--- src/slave_state_pkg.sv ---
// Purpose: shared constants for the slave state and watchdog block
// Assumes: 100 MHz pclk, APB data 32 bits
// Notes: state codes and own register offsets are fixed here only
package slave_state_pkg;
  // register byte offsets
  localparam logic [11:0] CTRL_OFS = 12'h000;
  localparam logic [11:0] STAT_OFS = 12'h004;
  localparam logic [11:0] DPM_OFS = 12'h008;
  localparam logic [11:0] MULT_OFS = 12'h400;
  localparam logic [11:0] LOC_CNT_OFS = 12'h410;
  localparam logic [11:0] FB_CNT_OFS = 12'h420;
  // control and status field positions
  localparam int CTRL_FB_EN_BIT = 4;
  localparam int CTRL_LOC_EN_BIT = 5;
  localparam int STAT_ERR_BIT = 4;
  localparam int STAT_FB_EXP_BIT = 5;
  localparam int STAT_LOC_EXP_BIT = 6;
  // state codes as seen by software
  localparam logic [3:0] CODE_INIT = 4'h1;
  localparam logic [3:0] CODE_PRECONF = 4'h2;
  localparam logic [3:0] CODE_BOOT = 4'h3;
  localparam logic [3:0] CODE_SAFE = 4'h4;
  localparam logic [3:0] CODE_FULL = 4'h8;
  // values after reset
  localparam logic [15:0] MULT_RST = 16'h09C2;
  localparam logic [15:0] FB_CNT_RST = 16'h03E8;
  localparam logic [15:0] LOC_CNT_RST = 16'h03E8;
  localparam logic FB_EN_RST = 1'b1;
  localparam logic LOC_EN_RST = 1'b1;
  localparam logic [7:0] SAFE_OUT = 8'h00;
  // timing: one base tick is one 25 MHz period
  localparam int CLK_PERIOD_NS = 10;
  localparam int BASE_TICK_NS = 40;
  localparam int BASE_CYC = BASE_TICK_NS / CLK_PERIOD_NS;
  localparam logic [1:0] BASE_LAST = 2'(BASE_CYC - 1);
  typedef enum logic [2:0] {st_init, st_preconf, st_safe, st_full, st_boot} slave_state_e;
endpackage

--- src/slave_state_watchdog.sv ---
// Purpose: slave state sequencing, traffic gating and two comm watchdogs
// Assumes: all inputs synchronous to pclk; access strobes are one-cycle pulses
// Notes: register writes take effect at the APB access edge
`timescale 1ns/1ps

////////////////////////////////////////////////////////////////////////////////
// Operation
// RULE1: local watchdog expires when local accesses stop longer than enabled time.
// RULE2: watchdog time is count times (multiplier plus two) 40 ns base ticks.
// RULE3: reset values: multiplier 2498, fieldbus count 1000, i.e. 100 ms.
// RULE4: fieldbus watchdog with count zero is fully disabled.
// RULE5: expiry during safe-run or full-run forces outputs to safe value.
// RULE6: master commands every state change and sends needed commands.
// RULE7: after reset the slave is in startup, no mailbox or process data.
// RULE8: master sets up sync manager channels 0 and 1 for mailbox in startup.
// RULE9: startup to preconfig only when mailbox channels are correctly set.
// RULE10: preconfig allows mailbox traffic, rejects process data.
// RULE11: master configures process data channels, mapping units and parameters.
// RULE12: preconfig to safe-run only when process data and clock settings good.
// RULE13: inputs copied into dual port memory before safe-run is acknowledged.
// RULE14: safe-run allows all traffic, updates inputs, keeps outputs safe.
// RULE15: master delivers valid output data before asking for full-run.
// RULE16: full-run applies master output data to physical outputs.
// RULE17: firmware-update entered only from startup.
// RULE18: firmware-update permits only file-transfer mailbox traffic.
// RULE19: a normal startup sequence ends in full-run.
// RULE20: fieldbus watchdog restarts on each process data access; expiry keeps state.
// RULE21: one multiplier shared by both watchdogs, separate count each.
// RULE22: illegal or failed transition leaves state unchanged and unacknowledged.
module slave_state_watchdog
  import slave_state_pkg::*;
#(
  parameter logic [15:0] MULT_RESET = MULT_RST,
  parameter logic [15:0] FB_CNT_RESET = FB_CNT_RST,
  parameter logic [15:0] LOC_CNT_RESET = LOC_CNT_RST
) (
  input wire logic pclk,
  input wire logic presetn,
  input wire logic psel,
  input wire logic penable,
  input wire logic pwrite,
  input wire logic [11:0] paddr,
  input wire logic [31:0] pwdata,
  output logic [31:0] prdata,
  output logic pready,
  output logic pslverr,
  input wire logic mbx_cfg_ok,
  input wire logic pd_cfg_ok,
  input wire logic dc_used,
  input wire logic dc_cfg_ok,
  input wire logic pd_access,
  input wire logic local_access,
  input wire logic out_wr,
  input wire logic [7:0] out_data,
  input wire logic [7:0] in_data,
  output logic [7:0] dpm_in,
  output logic [7:0] phys_out,
  output logic mbx_allow,
  output logic file_only,
  output logic pd_allow,
  output logic state_ack
);

  typedef struct packed {
    slave_state_e state;
    logic [31:0] prdata;
    logic [15:0] mult;
    logic [15:0] fb_cnt;
    logic [15:0] loc_cnt;
    logic fb_en;
    logic loc_en;
    logic req_err;
    logic ack;
    logic [1:0] base_cnt;
    logic [16:0] tick_cnt;
    logic wtick;
    logic [15:0] fb_tmr;
    logic fb_exp;
    logic [15:0] loc_tmr;
    logic loc_exp;
    logic [7:0] dpm_in;
    logic [7:0] out_latch;
    logic [7:0] phys_out;
  } regs_s;

  regs_s q;
  regs_s d;
  logic wr_acc;
  logic setup;
  logic mapped;
  logic req_v;
  logic go_ok;
  logic base_pulse;
  logic fb_hit;
  logic loc_hit;
  slave_state_e target;
  logic [3:0] code;
  logic [31:0] rd;

  ////////////////////////////////////////////////////////////////////////////////
  // traffic gating follows the state directly
  assign mbx_allow = (q.state != st_init); // RULE7 RULE10 RULE14 RULE16
  assign file_only = (q.state == st_boot); // RULE18
  assign pd_allow = (q.state == st_safe) || (q.state == st_full); // RULE10 RULE18
  assign pready = 1'b1;
  assign prdata = q.prdata;
  assign pslverr = psel && penable && !mapped;
  assign dpm_in = q.dpm_in;
  assign phys_out = q.phys_out;
  assign state_ack = q.ack;
  assign setup = psel && !penable;
  assign wr_acc = psel && penable && pwrite && mapped;
  assign req_v = wr_acc && (paddr == CTRL_OFS);
  // process data strobes outside an allowed state are dropped, not counted
  assign fb_hit = pd_access && pd_allow; // RULE10
  assign loc_hit = local_access;
  assign base_pulse = (q.base_cnt == BASE_LAST);

  ////////////////////////////////////////////////////////////////////////////////
  // address decode and read mux
  always_comb begin
    mapped = 1'b1;
    rd = 32'h0000_0000;
    code = CODE_INIT;
    case (q.state)
      st_preconf: code = CODE_PRECONF;
      st_safe: code = CODE_SAFE;
      st_full: code = CODE_FULL;
      st_boot: code = CODE_BOOT;
      default: code = CODE_INIT;
    endcase
    if (paddr == CTRL_OFS) begin
      rd[CTRL_FB_EN_BIT] = q.fb_en;
      rd[CTRL_LOC_EN_BIT] = q.loc_en;
    end else if (paddr == STAT_OFS) begin
      rd[3:0] = code;
      rd[STAT_ERR_BIT] = q.req_err;
      rd[STAT_FB_EXP_BIT] = q.fb_exp;
      rd[STAT_LOC_EXP_BIT] = q.loc_exp;
    end else if (paddr == DPM_OFS) begin
      rd[7:0] = q.dpm_in;
    end else if (paddr == MULT_OFS) begin
      rd[15:0] = q.mult;
    end else if (paddr == LOC_CNT_OFS) begin
      rd[15:0] = q.loc_cnt;
    end else if (paddr == FB_CNT_OFS) begin
      rd[15:0] = q.fb_cnt;
    end else begin
      mapped = 1'b0;
    end
  end

  ////////////////////////////////////////////////////////////////////////////////
  // requested target and whether the move is allowed from here
  always_comb begin
    target = q.state;
    go_ok = 1'b0;
    case (pwdata[3:0])
      CODE_INIT: target = st_init;
      CODE_PRECONF: target = st_preconf;
      CODE_SAFE: target = st_safe;
      CODE_FULL: target = st_full;
      CODE_BOOT: target = st_boot;
      default: target = q.state;
    endcase
    // an unknown code leaves target at the current state but is still refused
    if (pwdata[3:0] == CODE_INIT || target == q.state) begin
      go_ok = (pwdata[3:0] == CODE_INIT) || (pwdata[3:0] == code);
    end else begin
      case (q.state)
        st_init: begin
          if (target == st_preconf) begin
            go_ok = mbx_cfg_ok; // RULE9
          end else begin
            go_ok = (target == st_boot); // RULE17
          end
        end
        st_preconf: begin
          if (target == st_safe) begin
            go_ok = pd_cfg_ok && (!dc_used || dc_cfg_ok); // RULE12
          end
        end
        st_safe: go_ok = (target == st_preconf) || (target == st_full); // RULE19
        st_full: go_ok = (target == st_preconf) || (target == st_safe);
        default: go_ok = 1'b0; // RULE17
      endcase
    end
  end

  ////////////////////////////////////////////////////////////////////////////////
  // next state of everything
  always_comb begin
    d = q;
    d.ack = 1'b0;
    d.wtick = 1'b0;
    if (setup) begin
      d.prdata = rd;
    end
    // register writes
    if (wr_acc && paddr == CTRL_OFS) begin
      d.fb_en = pwdata[CTRL_FB_EN_BIT];
      d.loc_en = pwdata[CTRL_LOC_EN_BIT];
    end
    if (wr_acc && paddr == STAT_OFS && pwdata[STAT_ERR_BIT]) begin
      d.req_err = 1'b0;
    end
    if (wr_acc && paddr == MULT_OFS) begin
      d.mult = pwdata[15:0]; // RULE21
    end
    if (wr_acc && paddr == LOC_CNT_OFS) begin
      d.loc_cnt = pwdata[15:0];
    end
    if (wr_acc && paddr == FB_CNT_OFS) begin
      d.fb_cnt = pwdata[15:0];
    end
    // state change; the error flag is set after the clear so the set wins
    if (req_v) begin
      if (go_ok) begin
        d.state = target;
        d.ack = 1'b1;
      end else begin
        d.req_err = 1'b1; // RULE22
      end
    end
    // input image: snapshot on safe-run entry, then every cycle while running
    if ((req_v && go_ok && target == st_safe) || pd_allow) begin
      d.dpm_in = in_data; // RULE13 RULE14
    end
    if (out_wr && pd_allow) begin
      d.out_latch = out_data;
    end
    // outputs follow the master only in full-run with no watchdog tripped
    if (q.state == st_full && !q.fb_exp && !q.loc_exp) begin
      d.phys_out = q.out_latch; // RULE16
    end else begin
      d.phys_out = SAFE_OUT; // RULE5 RULE14
    end
    // shared tick: multiplier plus two base ticks per watchdog tick
    d.base_cnt = base_pulse ? 2'b00 : q.base_cnt + 2'b01;
    if (base_pulse) begin
      if (q.tick_cnt >= {1'b0, q.mult} + 17'd1) begin
        d.tick_cnt = 17'd0;
        d.wtick = 1'b1; // RULE2 RULE21
      end else begin
        d.tick_cnt = q.tick_cnt + 17'd1;
      end
    end
    // fieldbus watchdog; an expiry never touches the slave state
    if (!q.fb_en || q.fb_cnt == 16'h0000) begin
      d.fb_tmr = 16'h0000;
      d.fb_exp = 1'b0; // RULE4
    end else if (fb_hit) begin
      d.fb_tmr = 16'h0000;
      d.fb_exp = 1'b0; // RULE20
    end else if (q.wtick && !q.fb_exp) begin
      if (q.fb_tmr + 16'd1 >= q.fb_cnt) begin
        d.fb_exp = 1'b1; // RULE2
      end else begin
        d.fb_tmr = q.fb_tmr + 16'd1;
      end
    end
    // local interface watchdog, count zero also disables it
    if (!q.loc_en || q.loc_cnt == 16'h0000) begin
      d.loc_tmr = 16'h0000;
      d.loc_exp = 1'b0;
    end else if (loc_hit) begin
      d.loc_tmr = 16'h0000;
      d.loc_exp = 1'b0;
    end else if (q.wtick && !q.loc_exp) begin
      if (q.loc_tmr + 16'd1 >= q.loc_cnt) begin
        d.loc_exp = 1'b1; // RULE1
      end else begin
        d.loc_tmr = q.loc_tmr + 16'd1;
      end
    end
  end

  ////////////////////////////////////////////////////////////////////////////////
  // state register
  always_ff @(posedge pclk or negedge presetn) begin
    if (!presetn) begin
      q <= '0;
      q.state <= st_init; // RULE7
      q.mult <= MULT_RESET; // RULE3
      q.fb_cnt <= FB_CNT_RESET; // RULE3
      q.loc_cnt <= LOC_CNT_RESET;
      q.fb_en <= FB_EN_RST;
      q.loc_en <= LOC_EN_RST;
      q.phys_out <= SAFE_OUT;
    end else begin
      q <= d;
    end
  end
endmodule

--- config.mk ---
export PLATFORM = sky130hd
export DESIGN_NAME = slave_state_watchdog
export DESIGN_NICKNAME = d
export VERILOG_FILES = /design/src/slave_state_pkg.sv /design/src/slave_state_watchdog.sv
export SDC_FILE = /design/constraint.sdc
export NUM_CORES = 1
export LEC_CHECK = 0
export ABC_AREA = 1
export BUFFER_PORTS_ARGS = -buffer_cell sky130_fd_sc_hd__clkbuf_2
export CAP_MARGIN = 20
export CORE_UTILIZATION = 32
export CTS_BUF_LIST = sky130_fd_sc_hd__clkbuf_4
export DETAILED_ROUTE_END_ITERATION = 6
export GPL_TIMING_DRIVEN = 0
export SETUP_SLACK_MARGIN = 0.3
export SLEW_MARGIN = 0
export SYNTH_ARGS = -nofsm -noshare
export SYNTH_HDL_FRONTEND = slang
export SYNTH_SLANG_ARGS = --single-unit
--- constraint.sdc ---
create_clock -name pclk -period 8.3 [get_ports pclk]
set_input_delay 0.83 -clock pclk [delete_from_list [all_inputs] [get_ports pclk]]
set_output_delay 0.83 -clock pclk [all_outputs]
set_load 0.005 [all_outputs]
==> flow_summary.toml <==
[yosys]
synth_top_cell_by_area = "dfrtp_1"
syn_area_sq_mm = 0.00939
ys_seq_area_share_pct = 40.0
synth.top_cells.by_area = "dfrtp_1, nand2_1, ha_1, inv_1, dfstp_2"
synthDistinctLibCells = 46
synthesis.area_per_instance_sq_um = 7.80
async_flop_share_pct = 100
netlist.area_leader.share_pct = 34.7
synthCells = 1204
ys_seq_elements = 149
synth_edf_count = 0
synth_ff_type = "dfrtp_1"
yosys_warnings = 0

[setup_path]
cp_slowest_cell = "nor2_1"
critPathArrivalTime_ns = 4.46
critPathBufInv = 3
path_common_cell = "nand3_1"
end_kind = "flop"
crit_chain = "ha_1 -> nand3_1 -> nor3_2 -> nand3_1 -> nor3_2 -> nand3_1 -> nor2_1 -> xor2_1 -> ha_1 -> nand2_1 -> inv_1 -> nand3_1 -> inv_1 -> a21oi_1 -> nand4_1 -> nor2_1 -> buf_4 -> nand2_1 -> nand2_1"
required_ns = 8.80
slowest_delay_ns = 0.56
crit_fanout = 10
cp_top_family = "simple AND/OR/NAND/NOR gates"
start_kind = "flop"
regToRegSetupSlack_ns = 4.35
criticalPathCategory = "reg2reg"

[sta]
max_slew_margin_pct = 54.0
fmaxAchievable_mhz = 253
worst_pin_slew_ns = 0.687
rsz0062_at_grt = "false"
setup_violations = 0
fin_setup_tns_ns = 0
min_period_over_period_pct = 47.6
finalClockSkew_ns = 0.0271
final_max_slew_viol_count = 0
whs_ns = 0.230
fin_crit_ns = 3.95
hold_violations = 0

[clock_network]
cts.sinks = 149
cts_resized = 0
postCtsHoldBufs = 0
cts_htree_levels = 4
clk_pin_slew_ns = 0.16
cts_root_buf = "clkbuf_4"
clk_latency_ns = 0.58
cts_max_path_buffers = 2
cts_tree = "yes"
cts_setup_buffers = 0
numCtsBuffers = 17

[outcome]
outcome = "finished, final reports clean"

[floorplanning]
die_h_um = 173
design.core.area_sq_mm = 0.0288
die_area_sq_mm = 0.0300
rows = 62
start_util_pct = 32.6
ios = 126
die_w_um = 173

[routing]
post_drt_via_cell_ratio = 4.74
drt_iter0_markers = 576
num_vias = 8189
ant_nets = 0
wl_per_cell_um = 14.2
drc = 0
wirelength_um = 24600
first_pass_iters = 7

[global_route]
grt_pass1_wl_um = 40400
grt_usage_pct = 16.9
antenna_found_initial = 1
grt.overflow.total = 0
grt_pass1_vias = 7715
grt_max_degree = 93

[run]
cap_violations = 0

[power_and_ir_drop]
power_uw = 1310
ir_drop_v = 0.0000787
p_leak_uw = 0.00549
power.density_mw_per_mm2 = 122

[final_layout]
finish.instance_area_sq_mm = 0.0107
nets = 1457
area_delta_synth_final_pct = 14.3
fin_util_pct = 37.3
final_layout_size_suffix_gt1_share_pct = 18.5

[placement]
io_buffers = 92
dp.final_hpwl_um = 19200
dpl_cell_area_sq_mm = 0.0104
gp_congestion = 0.908

[hold_path]
hold_class = "in2async"
[area by class of cell]
class,count,area (sq um)
well taps,384,480
fillers,3039,18000
inverters,156,586
repair buffers,93,497
clock buffers,18,135
multi-input cells,840,4580
diodes,1,2.50
flip-flops and latches,149,3750
plain buffers,74,524
clock inverters,14,175
[cells in the mapped netlist, types with 12 or more instances]
| library cell | count |
|---|---|
| a21oi_1 | 55 |
| buf_4 | 50 |
| clkbuf_1 | 12 |
| dfrtp_1 | 130 |
| dfstp_2 | 19 |
| ha_1 | 54 |
| inv_1 | 152 |
| nand2_1 | 297 |
| nand3_1 | 87 |
| nand4_1 | 19 |
| nor2_1 | 76 |
| nor3_1 | 18 |
| o21ai_0 | 55 |
| o21ai_1 | 32 |
| o21ai_2 | 16 |
| xnor2_1 | 12 |
| xor2_1 | 37 |
[worst paths after layout]
| kind | cells past startpoint | from | end |
|---|---|---|---|
| worst max-delay path | 19 | q[25] | q[25] |
| worst min-delay path | 1 | presetn | q[34] |
| worst max register to register | 19 | q[25] | q[25] |
| worst min register to register | 1 | q[76] | q[76] |
| max in group asynchronous | 2 | presetn | q[74] |
| min in group pclk | 1 | q[76] | q[76] |
[cell families (layout without fill, tap and decap cells)]
kind of cell             count (synthesis)  count (layout)  synth area share [%]
AND/OR/NAND/NOR                        534             534                  25.1
buffers and inverters                  230             355                  11.8
AO/OA/AOI/OAI                          186             186                  11.2
flip-flops                             149             149                  40.0
adder cells (fa/ha/maj)                 54              54                  7.20
XOR/XNOR                                49              49                  4.57
other                                    2              18                0.0800
[metrics by stage]
stage	cells	setup WS, ns
after floorplan	1219	5.19
after global placement	1695	3.60
after detailed placement	1696	4.43
after CTS	1728	4.38
after global routing	1729	3.93
final	1729	4.35
[layer usage]
layer  track usage [%]  share of wire (%)
met5                 0                  0
met4              4.06                1.2
met3              3.33                5.2
met2              26.2                 44
met1              24.2                 49
[state kept, by name, summed over array words and instances (netlist names)]
| signal | cells |
|---|---|
| phys_out | 8 |
| state_ack | 1 |
| dpm_in | 8 |
| q | 116 |
| prdata | 16 |
[layout by cell type, fill, tap and decap left out, drive strengths merged, types with 2 or more instances in the layout]
cell      count
a211oi        2
a21oi        55
a31oi         2
buf          63
bufinv        3
clkbuf      122
clkinv        5
clkinvlp      3
conb         17
dfrtp       130
dfstp        19
ha           54
inv         159
nand2       303
nand3        90
nand4        20
nor2         83
nor3         22
nor4         11
o211ai        2
o21ai       103
o21bai        2
o221ai        5
o22ai        10
xnor2        12
xor2         37
[power breakdown]
| group | switching, uW | total (uW) | internal, uW |
|---|---|---|---|
| clock network | 290 | 505 | 215 |
| registers | 2.21 | 731 | 729 |
| logic | 49.0 | 75.6 | 26.7 |
| total | 341 | 1310 | 970 |
Power figures use the tool's default switching activity.
